## src/core/acsg_pkg.sv

```systemverilog
// package for the converter channel sequence and range configuration block
// assumes an apb slave with 32-bit data, one register per aligned word
package acsg_pkg;
    // printed offsets are word indices, byte address is four times the index
    localparam logic [7:0]  IDX_CH_EN_LOW    = 8'h50;
    localparam logic [7:0]  IDX_CH_EN_HIGH   = 8'h51;
    localparam logic [7:0]  IDX_RANGE_SEL    = 8'h52;
    localparam logic [7:0]  IDX_SEQ_CTRL     = 8'h60;
    localparam logic [7:0]  IDX_SEQ_STATUS   = 8'h61;
    localparam logic [9:0]  ADDR_CH_EN_LOW   = {IDX_CH_EN_LOW, 2'b00};
    localparam logic [9:0]  ADDR_CH_EN_HIGH  = {IDX_CH_EN_HIGH, 2'b00};
    localparam logic [9:0]  ADDR_RANGE_SEL   = {IDX_RANGE_SEL, 2'b00};
    localparam logic [9:0]  ADDR_SEQ_CTRL    = {IDX_SEQ_CTRL, 2'b00};
    localparam logic [9:0]  ADDR_SEQ_STATUS  = {IDX_SEQ_STATUS, 2'b00};
    localparam logic [15:0] RST_CH_EN_LOW    = 16'h0000;
    localparam logic [15:0] RST_CH_EN_HIGH   = 16'h0000;
    localparam logic [15:0] RST_RANGE_SEL    = 16'hffff;
    localparam logic [15:0] MASK_CH_EN_LOW   = 16'h7fff;
    localparam logic [15:0] MASK_CH_EN_HIGH  = 16'h7000;
    // field positions in the low and high enable registers
    localparam int          POS_SE0          = 14;
    localparam int          POS_SE1          = 13;
    localparam int          POS_DIFF01       = 12;
    localparam int          POS_SE2          = 11;
    localparam int          POS_SE3          = 10;
    localparam int          POS_DIFF23       = 9;
    localparam int          POS_TOP_HIGH     = 14;
    localparam int          NUM_SLOTS        = 16;
    // slot counter value after reset
    localparam logic [3:0]  RST_SEQ_COUNT    = 4'h0;

    // one conversion step handed to the conversion engine
    typedef struct packed {
        logic [3:0] pos_input;   // positive input, also the result slot
        logic [3:0] neg_input;   // negative input, differential only
        logic       diff;        // 1: differential, twos complement result
        logic       range_double;
    } acsg_step_t;

    typedef struct packed {
        logic [9:0]  paddr;
        logic        psel;
        logic        penable;
        logic        pwrite;
        logic [31:0] pwdata;
    } acsg_apb_req_t;
endpackage

```

## src/core/acsg_slot_map.sv

```systemverilog
// maps the enable and range registers to per-slot selections
// assumes the register values are stable flops in the parent
`timescale 1ns/100ps
module acsg_slot_map
    import acsg_pkg::*;
(
    input  wire logic [15:0] en_low,
    input  wire logic [15:0] en_high,
    input  wire logic [15:0] range_sel,
    output logic      [15:0] slot_active,
    output logic      [15:0] slot_diff,
    output logic      [15:0] slot_double
);
    logic pair01_single;
    logic pair23_single;

    always_comb begin
        pair01_single = en_low[POS_SE0] | en_low[POS_SE1];
        pair23_single = en_low[POS_SE2] | en_low[POS_SE3];
        slot_active   = 16'h0000;
        slot_diff     = 16'h0000;
        slot_active[0]  = en_low[POS_SE0] | (~pair01_single & en_low[POS_DIFF01]);
        slot_diff[0]    = ~pair01_single & en_low[POS_DIFF01];
        slot_active[1]  = en_low[POS_SE1];
        slot_active[2]  = en_low[POS_SE2] | (~pair23_single & en_low[POS_DIFF23]);
        slot_diff[2]    = ~pair23_single & en_low[POS_DIFF23];
        slot_active[3]  = en_low[POS_SE3];
        for (int i = 0; i < 9; i++) begin
            slot_active[4 + i] = en_low[8 - i];
        end
        for (int i = 0; i < 3; i++) begin
            slot_active[13 + i] = en_high[POS_TOP_HIGH - i];
        end
        // input 0 sits at the top range bit
        for (int i = 0; i < NUM_SLOTS; i++) begin
            slot_double[i] = range_sel[15 - i];
        end
    end
endmodule

```

## src/core/acsg_top.sv

```systemverilog
// channel sequence and input range configuration with apb register access
// assumes a conversion engine that takes one step per STEP_VALID/STEP_READY handshake
// Contract
// top bit of the low enable register ignores writes and reads zero.
// enabled inputs of the low enable register convert in order from bit 14 down to bit 0.
// after the low register the sequence goes on with bits 14 to 12 of the high register.
// an input converts only when its enable bit is one, otherwise it is skipped.
// a single-ended input n gives a straight binary result in slot n.
// the first pair bit converts input 0 minus input 1, twos complement, into slot 0.
// the second pair bit converts input 2 minus input 3, twos complement, into slot 2.
// a set single-ended bit for input 0 or 1 makes the first pair bit ignored.
// pair 0/1 is differential only with both single-ended bits zero and its pair bit one.
// pair 2/3 follows the same precedence with its own bits.
// bits 8 down to 0 of the low register enable inputs 4 to 12 in that order.
// bits 14 to 12 of the high register enable inputs 13 to 15, other bits read zero.
// low enable register sits at index 50h and resets to 0000h.
// range register sits at index 52h, resets to ffffh, input 0 at the top bit.
// range bit zero gives 0 to reference span, one gives twice that span.
// a differential pair uses its positive input range bit for plus or minus span.
`timescale 1ns/100ps
module acsg_top
    import acsg_pkg::*;
(
    input  wire logic        CLK,
    input  wire logic        RST_N,
    input  wire logic [9:0]  PADDR,
    input  wire logic        PSEL,
    input  wire logic        PENABLE,
    input  wire logic        PWRITE,
    input  wire logic [31:0] PWDATA,
    output logic      [31:0] PRDATA,
    output logic             PREADY,
    output logic             PSLVERR,
    output logic             STEP_VALID,
    input  wire logic        STEP_READY,
    output acsg_step_t       STEP,
    output logic             SEQ_BUSY
);
    typedef enum {ST_IDLE, ST_SCAN, ST_ISSUE} acsg_state_t;

    logic [15:0] en_low_q, en_low_d;
    logic [15:0] en_high_q, en_high_d;
    logic [15:0] range_q, range_d;
    logic        run_q, run_d;
    logic        cont_q, cont_d;
    logic [31:0] prdata_q, prdata_d;
    logic        pready_q, pready_d;
    logic        pslverr_q, pslverr_d;
    acsg_state_t state_q, state_d;
    logic [3:0]  slot_q, slot_d;
    logic        step_valid_q, step_valid_d;
    acsg_step_t  step_q, step_d;
    logic        busy_q, busy_d;
    logic [15:0] slot_active;
    logic [15:0] slot_diff;
    logic [15:0] slot_double;
    acsg_apb_req_t req;
    logic        acc;
    logic        start_pulse;

    acsg_slot_map u_map (
        .en_low      (en_low_q),
        .en_high     (en_high_q),
        .range_sel   (range_q),
        .slot_active (slot_active),
        .slot_diff   (slot_diff),
        .slot_double (slot_double)
    );

    assign req = '{paddr: PADDR, psel: PSEL, penable: PENABLE, pwrite: PWRITE, pwdata: PWDATA};
    // one wait state: PREADY is registered and answers in the second access cycle
    assign acc = req.psel & req.penable & ~pready_q;

    always_comb begin
        en_low_d    = en_low_q;
        en_high_d   = en_high_q;
        range_d     = range_q;
        run_d       = 1'b0;
        cont_d      = cont_q;
        prdata_d    = 32'h0000_0000;
        pready_d    = acc;
        pslverr_d   = 1'b0;
        start_pulse = 1'b0;
        if (acc) begin
            case (req.paddr)
                ADDR_CH_EN_LOW: begin
                    if (req.pwrite) begin
                        en_low_d = req.pwdata[15:0] & MASK_CH_EN_LOW;
                    end
                    prdata_d = {16'h0000, en_low_q};
                end
                ADDR_CH_EN_HIGH: begin
                    if (req.pwrite) begin
                        en_high_d = req.pwdata[15:0] & MASK_CH_EN_HIGH;
                    end
                    prdata_d = {16'h0000, en_high_q};
                end
                ADDR_RANGE_SEL: begin
                    if (req.pwrite) begin
                        range_d = req.pwdata[15:0];
                    end
                    prdata_d = {16'h0000, range_q};
                end
                ADDR_SEQ_CTRL: begin
                    if (req.pwrite) begin
                        start_pulse = req.pwdata[0];
                        cont_d      = req.pwdata[1];
                    end
                    prdata_d = {30'h0, cont_q, 1'b0};
                end
                ADDR_SEQ_STATUS: begin
                    prdata_d = {27'h0, slot_q, busy_q};
                end
                default: begin
                    pslverr_d = 1'b1;
                end
            endcase
        end
        run_d = start_pulse;
    end

    always_ff @(posedge CLK or negedge RST_N) begin
        if (!RST_N) begin
            en_low_q  <= RST_CH_EN_LOW;
            en_high_q <= RST_CH_EN_HIGH;
            range_q   <= RST_RANGE_SEL;
            run_q     <= 1'b0;
            cont_q    <= 1'b0;
            prdata_q  <= 32'h0000_0000;
            pready_q  <= 1'b0;
            pslverr_q <= 1'b0;
        end else begin
            en_low_q  <= en_low_d;
            en_high_q <= en_high_d;
            range_q   <= range_d;
            run_q     <= run_d;
            cont_q    <= cont_d;
            prdata_q  <= prdata_d;
            pready_q  <= pready_d;
            pslverr_q <= pslverr_d;
        end
    end

    // slot n walks 0..15: bits 14..0 of low (pair bits 12 and 9 fold into slots 0 and 2), then 14..12 of high
    always_comb begin
        state_d      = state_q;
        slot_d       = slot_q;
        step_valid_d = step_valid_q;
        step_d       = step_q;
        busy_d       = busy_q;
        case (state_q)
            ST_IDLE: begin
                if (run_q | cont_q) begin
                    state_d = ST_SCAN;
                    slot_d  = 4'h0;
                    busy_d  = 1'b1;
                end
            end
            ST_SCAN: begin
                if (slot_active[slot_q]) begin
                    state_d      = ST_ISSUE;
                    step_valid_d = 1'b1;
                    step_d.pos_input    = slot_q;
                    step_d.diff         = slot_diff[slot_q];
                    step_d.neg_input    = slot_diff[slot_q] ? slot_q + 4'h1 : 4'h0;
                    step_d.range_double = slot_double[slot_q];
                end else if (slot_q == 4'hf) begin
                    state_d = ST_IDLE;
                    busy_d  = 1'b0;
                end else begin
                    slot_d = slot_q + 4'h1;
                end
            end
            ST_ISSUE: begin
                if (STEP_READY) begin
                    step_valid_d = 1'b0;
                    if (slot_q == 4'hf) begin
                        state_d = ST_IDLE;
                        busy_d  = 1'b0;
                    end else begin
                        state_d = ST_SCAN;
                        slot_d  = slot_q + 4'h1;
                    end
                end
            end
            default: begin
                state_d = ST_IDLE;
            end
        endcase
    end

    always_ff @(posedge CLK or negedge RST_N) begin
        if (!RST_N) begin
            state_q      <= ST_IDLE;
            slot_q       <= RST_SEQ_COUNT;
            step_valid_q <= 1'b0;
            step_q       <= '0;
            busy_q       <= 1'b0;
        end else begin
            state_q      <= state_d;
            slot_q       <= slot_d;
            step_valid_q <= step_valid_d;
            step_q       <= step_d;
            busy_q       <= busy_d;
        end
    end

    assign PRDATA     = prdata_q;
    assign PREADY     = pready_q;
    assign PSLVERR    = pslverr_q;
    assign STEP_VALID = step_valid_q;
    assign STEP       = step_q;
    assign SEQ_BUSY   = busy_q;

    a_top_bit_zero: assert property (@(posedge CLK) disable iff (!RST_N) en_low_q[15] == 1'b0)
        else $error("top enable bit set");
    a_high_bits_zero: assert property (@(posedge CLK) disable iff (!RST_N)
        (en_high_q & ~MASK_CH_EN_HIGH) == 16'h0000)
        else $error("unused high enable bits set");
    a_step_enabled: assert property (@(posedge CLK) disable iff (!RST_N)
        $rose(STEP_VALID) |-> $past(slot_active[slot_q]))
        else $error("step issued for disabled input");
    a_step_order: assert property (@(posedge CLK) disable iff (!RST_N)
        (STEP_VALID && STEP_READY && slot_q != 4'hf) |=> slot_q == $past(slot_q) + 4'h1)
        else $error("sequence order broken");
    a_diff01_prec: assert property (@(posedge CLK) disable iff (!RST_N)
        (en_low_q[POS_SE0] | en_low_q[POS_SE1]) |-> !slot_diff[0])
        else $error("pair 0/1 differential despite single-ended");
    a_diff23_prec: assert property (@(posedge CLK) disable iff (!RST_N)
        slot_diff[2] |-> (!en_low_q[POS_SE2] && !en_low_q[POS_SE3] && en_low_q[POS_DIFF23]))
        else $error("pair 2/3 differential precedence broken");
    a_diff_slots: assert property (@(posedge CLK) disable iff (!RST_N)
        (STEP_VALID && STEP.diff) |-> (STEP.pos_input inside {4'h0, 4'h2}) && STEP.neg_input == STEP.pos_input + 4'h1)
        else $error("differential step wrong slot");
    a_diff01_on: assert property (@(posedge CLK) disable iff (!RST_N)
        (en_low_q[14:12] == 3'b001) |-> (slot_diff[0] && slot_active[0]))
        else $error("pair 0/1 not differential");
    a_input_map: assert property (@(posedge CLK) disable iff (!RST_N)
        slot_active[12] == en_low_q[0] && slot_active[4] == en_low_q[8])
        else $error("single-ended map wrong");
    a_range_map: assert property (@(posedge CLK) disable iff (!RST_N)
        $rose(STEP_VALID) |-> STEP.range_double == range_q[4'hf - STEP.pos_input])
        else $error("range bit mismatch");
    a_slot_result: assert property (@(posedge CLK) disable iff (!RST_N)
        (STEP_VALID && !STEP.diff) |-> slot_active[STEP.pos_input])
        else $error("single-ended slot mismatch");
    a_reset_vals: assert property (@(posedge CLK) $rose(RST_N) |-> en_low_q == RST_CH_EN_LOW)
        else $error("reset value wrong");
    a_end_high: assert property (@(posedge CLK) disable iff (!RST_N)
        (state_q == ST_SCAN && slot_q == 4'hf && !slot_active[15]) |=> !SEQ_BUSY)
        else $error("sequence did not end after input 15");
    a_last_taken: assert property (@(posedge CLK) disable iff (!RST_N)
        (state_q == ST_ISSUE && STEP_READY && slot_q == 4'hf) |=> !SEQ_BUSY)
        else $error("sequence did not end after last step");
    a_start_scan: assert property (@(posedge CLK) disable iff (!RST_N)
        (run_q && state_q == ST_IDLE) |=> (state_q == ST_SCAN && slot_q == 4'h0 && SEQ_BUSY))
        else $error("pass did not start at input 0");
    a_skip_disabled: assert property (@(posedge CLK) disable iff (!RST_N)
        (state_q == ST_SCAN && !slot_active[slot_q] && slot_q != 4'hf) |=> slot_q == $past(slot_q) + 4'h1)
        else $error("disabled input not skipped");
    a_se_neg_zero: assert property (@(posedge CLK) disable iff (!RST_N)
        (STEP_VALID && !STEP.diff) |-> STEP.neg_input == 4'h0)
        else $error("single-ended step has a negative input");
    a_se1_only: assert property (@(posedge CLK) disable iff (!RST_N)
        (en_low_q[14:12] == 3'b010) |-> (slot_active[1] && !slot_active[0] && !slot_diff[0]))
        else $error("input 1 alone not single-ended");
    a_diff23_on: assert property (@(posedge CLK) disable iff (!RST_N)
        (en_low_q[11:9] == 3'b001) |-> (slot_diff[2] && slot_active[2] && !slot_active[3]))
        else $error("pair 2/3 not differential");
    a_high_map: assert property (@(posedge CLK) disable iff (!RST_N)
        slot_active[15:13] == {en_high_q[12], en_high_q[13], en_high_q[14]})
        else $error("high enable map wrong");
    // step handshake: an offered step must not move before it is taken
    a_valid_hold: assert property (@(posedge CLK) disable iff (!RST_N)
        (STEP_VALID && !STEP_READY) |=> (STEP_VALID && $stable(STEP)))
        else $error("step dropped before taken");
    a_valid_busy: assert property (@(posedge CLK) disable iff (!RST_N)
        STEP_VALID |-> SEQ_BUSY)
        else $error("step offered while not busy");
    a_idle_quiet: assert property (@(posedge CLK) disable iff (!RST_N)
        state_q == ST_IDLE |-> (!STEP_VALID && !SEQ_BUSY))
        else $error("idle sequencer not quiet");
    a_issue_valid: assert property (@(posedge CLK) disable iff (!RST_N)
        state_q == ST_ISSUE |-> STEP_VALID)
        else $error("issue state without valid");
    // bus side: registered answer, so exactly one wait state and a one-cycle ready
    a_ready_answer: assert property (@(posedge CLK) disable iff (!RST_N)
        (PSEL && PENABLE && !PREADY) |=> PREADY)
        else $error("access not answered");
    a_ready_pulse: assert property (@(posedge CLK) disable iff (!RST_N)
        PREADY |=> !PREADY)
        else $error("ready longer than one cycle");
    a_err_data: assert property (@(posedge CLK) disable iff (!RST_N)
        PSLVERR |-> (PREADY && PRDATA == 32'h0000_0000))
        else $error("error answer malformed");
    a_low_write: assert property (@(posedge CLK) disable iff (!RST_N)
        (PSEL && PENABLE && !PREADY && PWRITE && PADDR == ADDR_CH_EN_LOW)
        |=> en_low_q == ($past(PWDATA[15:0]) & MASK_CH_EN_LOW))
        else $error("low enable write wrong");
    a_high_write: assert property (@(posedge CLK) disable iff (!RST_N)
        (PSEL && PENABLE && !PREADY && PWRITE && PADDR == ADDR_CH_EN_HIGH)
        |=> en_high_q == ($past(PWDATA[15:0]) & MASK_CH_EN_HIGH))
        else $error("high enable write wrong");
    a_range_write: assert property (@(posedge CLK) disable iff (!RST_N)
        (PSEL && PENABLE && !PREADY && PWRITE && PADDR == ADDR_RANGE_SEL)
        |=> range_q == $past(PWDATA[15:0]))
        else $error("range write wrong");
endmodule

```

## config.mk

```make
export PLATFORM = sky130hd
export DESIGN_NAME = acsg_top
export DESIGN_NICKNAME = d
export VERILOG_FILES = /design/src/core/acsg_pkg.sv /design/src/core/acsg_slot_map.sv /design/src/core/acsg_top.sv
export SDC_FILE = /design/constraint.sdc
export NUM_CORES = 1
export LEC_CHECK = 0
export ABC_AREA = 1
export ABC_CLOCK_PERIOD_IN_PS = 1900
export BUFFER_PORTS_ARGS = -buffer_cell sky130_fd_sc_hd__buf_2
export CORE_ASPECT_RATIO = 1.75
export CORE_MARGIN = 8
export CORE_UTILIZATION = 53
export DETAILED_ROUTE_END_ITERATION = 10
export PLACE_DENSITY = 0.78
export SYNTH_ARGS = -nofsm -noshare
export SYNTH_HDL_FRONTEND = slang
export SYNTH_SLANG_ARGS = --single-unit
```

## constraint.sdc

```tcl
create_clock -name CLK -period 1.9 [get_ports CLK]
set_input_delay 0.095 -clock CLK [delete_from_list [all_inputs] [get_ports CLK]]
set_output_delay 0.095 -clock CLK [all_outputs]
set_load 0.1 [all_outputs]
```

[Word-level counts from Yosys, hierarchy flattened]
Cells that the tools add are included.
Cells by class
  add/sub/neg operators: 1
  multipliers: 0
  div/mod/pow operators: 0
  $lt $le $gt $ge: 1
  eq/ne operators: 13
  shifts and indexed selects: 0
  muxes and demuxes: 33
  bitwise gates (word level): 12
  reductions and logical operators: 12
Operator list (count)
  $mux 32: 4
  $pmux 32 s3: 1
  $pmux 16 s5: 1
  $eq 10x9->1 const B: 5
  $eq 32x1->1 const B: 1
  $eq 32x2->1 const B: 1
  $logic_not 32->1: 1
  $mux 4: 5
  $reduce_and 3->1: 6
  $mux 16: 1
  $mux 1: 15
  $bmux 1 s4: 3
  $pmux 4 s3: 1
  $ne 2x2->1 const B: 4
  $lt 4x5->1 const B: 1
  $or 1x1->1: 5
  $reduce_or 5->1: 1
  $add 4x1->4 const B: 1
  $and 1x1->1: 4
  $eq 4x4->1 const B: 1
  $reduce_and 4->1: 1
  $ne 3x3->1 const B: 1
  $not 1->1: 3
  $pmux 1 s3: 1
  4 further kinds: 4
Storage, ports and cells
  flip-flop bits (word level): 118
  latch bits: 0
  bits in writable memories: 0
  memory bits (read-only): 0
  input port bits: 48
  output and inout bits: 46
  word-level logic and storage cells: 88
  memories: 0

[Longest topological paths before layout]
  depth in word-level cells: 8
  mapped depth: 13
  gate-level depth less buffers: 12

[Modules after synthesis]
Synthesis repeated with hierarchy kept, for this count alone.
Second synthesis, totals
  cells, all modules: 535
  area total of the unflattened synthesis: 4127.7 um^2
Modules (own cells, without submodules)
  acsg_top: instances 1, cells each 480, area an instance 3736.1 um^2, sequential area each 1821.7 um^2
  acsg_slot_map: instances 1, cells each 55, area an instance 391.6 um^2, sequential area each 0.0 um^2

[Worst setup path after synthesis]
OpenSTA, ideal clock, no wires.
  path kind: register to register
  start point: register pready_q, in the netlist PREADY
  end point: register en_low_q[0]
  setup time: 0.132 ns
  arrival time: 1.720 ns
  required time: 1.768 ns
  slack: 0.048 ns
  stages on the path, launching flop included: 8
  path buffers: 1
  clock period less this slack: 1.852 ns
  path through: dfrtp_1 > nor2_1 > inv_1 > nor2_1 > nand2_1 > clkbuf_1 > nand2_1 > o21ai_0
Between the ends
  word-level cells in the longest chain between the ends: 3
Ends and longest elaborated chain
  start: declaration: line acsg_top.sv:47  | logic pready_q, pready_d;
  start signal: assignment: line acsg_top.sv:139  | pready_q <= pready_d;
  $not 1->1: line acsg_top.sv:72  | assign acc = req.psel & req.penable & ~pready_q;
  $and 1x1->1: line acsg_top.sv:72
  via acc: line acsg_top.sv:58  | logic acc;
  $reduce_and 3->1 (no line)
  end signal: assignment: line acsg_top.sv:133  | en_low_q <= en_low_d;
  end: declaration: line acsg_top.sv:41  | logic [15:0] en_low_q, en_low_d;
The timed path passes the listed nets, and every way through them passes these cells.
A chain may end at the register's enable or synchronous reset.

[Worst setup path in the final report]
  start point: register slot_q[0]
  end point: register slot_q[2]
Between the ends
  word-level cells in the longest chain between the ends: 4
  elaborated cells on any way between the ends: 10
  classes of those cells: add/sub (1); eq/ne (2); mux (6); reduce/logical (1)
Ends and longest elaborated chain
  start: declaration: line acsg_top.sv:50  | logic [3:0] slot_q, slot_d;
  start signal: assignment: line acsg_top.sv:201  | slot_q <= slot_d;
  $add 4x1->4, or another cell as far along: line acsg_top.sv:171, acsg_top.sv:182
  $mux 4 / $mux 1 (equally long branches): line acsg_top.sv:167, acsg_top.sv:177, acsg_top.sv:160
  $mux 4, or another cell as far along: line acsg_top.sv:175  | if (STEP_READY) begin
  $pmux 4 s3 / $reduce_and 4->1 (equally long branches)
Several ways; a longest one is shown, not always the timed one. The select of a mux whose other input is x is not followed.

==> results.toml <==
[routing]
top_layer = "met4"
drc = 0
vias_per_cell = 5.057
num_vias = 3125
wl_met2_um = 4549
detail-route-antenna-nets = 0
drt-initial-drc-count = 236
wl_met1_um = 3265
drt_pass1_iterations = 4
wl_per_cell_um = 13.73
routed_wirelength_um = 8485
detailroute.wirelength.met3_um = 435

[finish]
drive_gt1_share_pct = 21.91
fillers = 591
fin_nets = 582
finalInstanceArea_mm2 = 0.004383
multi_input_area_mm2 = 0.001429
final_common_cell = "nand2_1"
area_growth_pct = 21.72
n_antenna_cell = 0
layout.area.seq_mm2 = 0.001822
final_cell_mix = "147 x nand2_1, 61 x buf_2, 56 x dfrtp_1"

[placed_design]
dpl-instance-area_mm2 = 0.003948
routabilityCongestion = 0.8604
port_buffers = 61
dp_hpwl_um = 6165

[global_route]
grt_max_degree = 73
grt_pass1_vias = 3281
grt_use_total_pct = 18.17
antenna_found_initial = 0
grt_overflow = 0
grt_pass1_wl_um = 14570

[die]
ios = 94
fp.dieArea_mm2 = 0.009792
initial_core_util_pct = 53.69
row_count = 40
coreArea_mm2 = 0.006706
dieHeight_um = 125.0
fp.dieW_um = 78.31

[yosys]
synthesis.area_mm2 = 0.003601
ys_seq_area_share_pct = 50.59
ys_ff_latch = 72
yosys_warnings = 0
syn_avg_cell_area_um2 = 7.914
synth.distinct_cells = 28
syn-instance-count = 455

[worst_setup_path]
worstSetupStartpoint = "slot_q[0]$_DFFE_PN0P_"
r2r_start = "slot_q[0]$_DFFE_PN0P_"
critPathRequiredTime_ns = 2.12
start_kind = "flop"
path_class = "flop to flop"
worstPathArrival_ns = 1.95
end_kind = "flop"
cp_max_fo = 13

[clock_tree]
cts_max_level = 3
clock-sinks = 72
clockRootBuffer = "clkbuf_16"
clock_tree.buffer_depth = 2
worstSkewPairLatency_ns = 0.33
cts_tree = "built"
cts_buffers = 9
postCtsSetupBuffers = 0
clkSlewWorstSetupHoldPaths_ns = 0.06

[outcome]
status = "finished clean"

[flow_run]
drv_cap = 0

[timing]
setup_tns_ns = 0
period_minus_slack_ns = 1.726
hold_viol = 0
fmax_ghz = 0.5793
min_period_over_period_pct = 90.86
clock_skew_ns = 0.005174
maxSlewViolCount = 0
timing.hold.ws_ns = 0.0008034
setup_viol_count_final = 0
rsz0062_at_grt = "false"

[power]
pwr_density_cell_mw_per_mm2 = 1209
irDropWorstVdd_mv = 0.7570
leakage_nw = 2.273

[worst_hold_path]
hp-start = "PWDATA[5]"
min_path_type = "input port to flop"
## final timing paths
check	endpoint	slack, ns	cells past startpoint
setup / recovery	slot_q[2]$_DFFE_PN0P_	0.17	11
hold / removal	range_q[5]$_DFFE_PN1P_	0.0008	3
setup reg to reg	slot_q[2]$_DFFE_PN0P_	0.17	11
hold reg to reg	PREADY$_DFF_PN0_	0.47	1
max in group asynchronous	range_q[6]$_DFFE_PN1P_	1.23	3
min in group asynchronous	en_high_q[12]$_DFFE_PN0P_	0.31	3
## layer usage
layer	vias up	track usage [%]
met2	86	31.67
li1	1551	-
met4	0	9.111
met1	1466	19.18
met3	22	5.093
met5	-	0
## what timing repair did
item / in CTS / in global routing
hold buffers: 7 / 0
resized for setup: 0 / 2
setup endpoints to repair: 0 / 7
endpoints found under the hold margin: 62 / 0
## logic make-up (layout without fill, tap and decap cells)
group / Yosys count / count (layout) / synth area share (%)
AND/OR/NAND/NOR: 216 / 216 / 24.50
buffers and inverters: 83 / 147 / 11.50
AO/OA/AOI/OAI: 76 / 76 / 11.08
flip-flops: 72 / 72 / 50.59
adder cells (fa/ha/maj): 5 / 5 / 1.737
XOR/XNOR: 2 / 2 / 0.4865
other: 1 / 16 / 0.1041
## worst max-delay path, stage by stage (launching register included)
cell and delay, ns:
dfrtp_1 0.43, buf_4 0.20, nor2_1 0.11, nand2_1 0.05, nand2_1 0.07, nand2_1 0.06
nand2_1 0.05, nand2_1 0.10, nand3_4 0.14, nand3_1 0.19, nand2_1 0.13, nand2_1 0.07
## Yosys cell counts, drive strengths merged
master / instances / area share [%]
a21oi: 20 / 3.1
buf: 27 / 5.6
clkbuf: 5 / 0.56
conb: 1 / 0.10
dfrtp: 56 / 39
dfstp: 16 / 12
ha: 5 / 1.7
inv: 51 / 5.3
nand2: 148 / 15
nand3: 17 / 2.6
nand3b: 1 / 0.21
nand4: 8 / 1.4
nor2: 39 / 4.2
nor3: 3 / 0.56
o21ai: 52 / 7.2
o22ai: 3 / 0.52
o2bb2ai: 1 / 0.24
xor2: 2 / 0.49
## cell type report
class	instances	area share, %
clock buffer	11	5.766
clock inverter	5	2.341
timing repair buffer	80	10.90
inverter	51	4.425
tap	84	2.398
sequential	72	41.56
multi-input combinational	315	32.60
## state kept, by name, summed over array words and instances (netlist names)
name        cells
state_q         2
PREADY          1
range_q        16
cont_q          1
slot_q          4
en_high_q       3
SEQ_BUSY        1
STEP_VALID      1
PSLVERR         1
run_q           1
en_low_q       15
PRDATA         16
STEP           10
## where the power goes
part	internal, mW	switching, mW
combinational	0.386	1.23
clock	1.35	0.611
sequential	1.64	0.0812
## per-stage QoR
step	std cells	setup WS, ns	util (%)	total power [mW]
6_report	618	0.1737	65.35	5.297
5_1_grt	618	0.04065	65.35	5.531
4_1_cts	618	0.1137	65.21	5.294
3_5_place_dp	595	0.1334	58.86	3.317
3_3_place_gp	595	0.1818	58.86	3.290
2_1_floorplan	470	0.04829	-	3.023
Note: power is estimated with default switching activity, not from simulation.
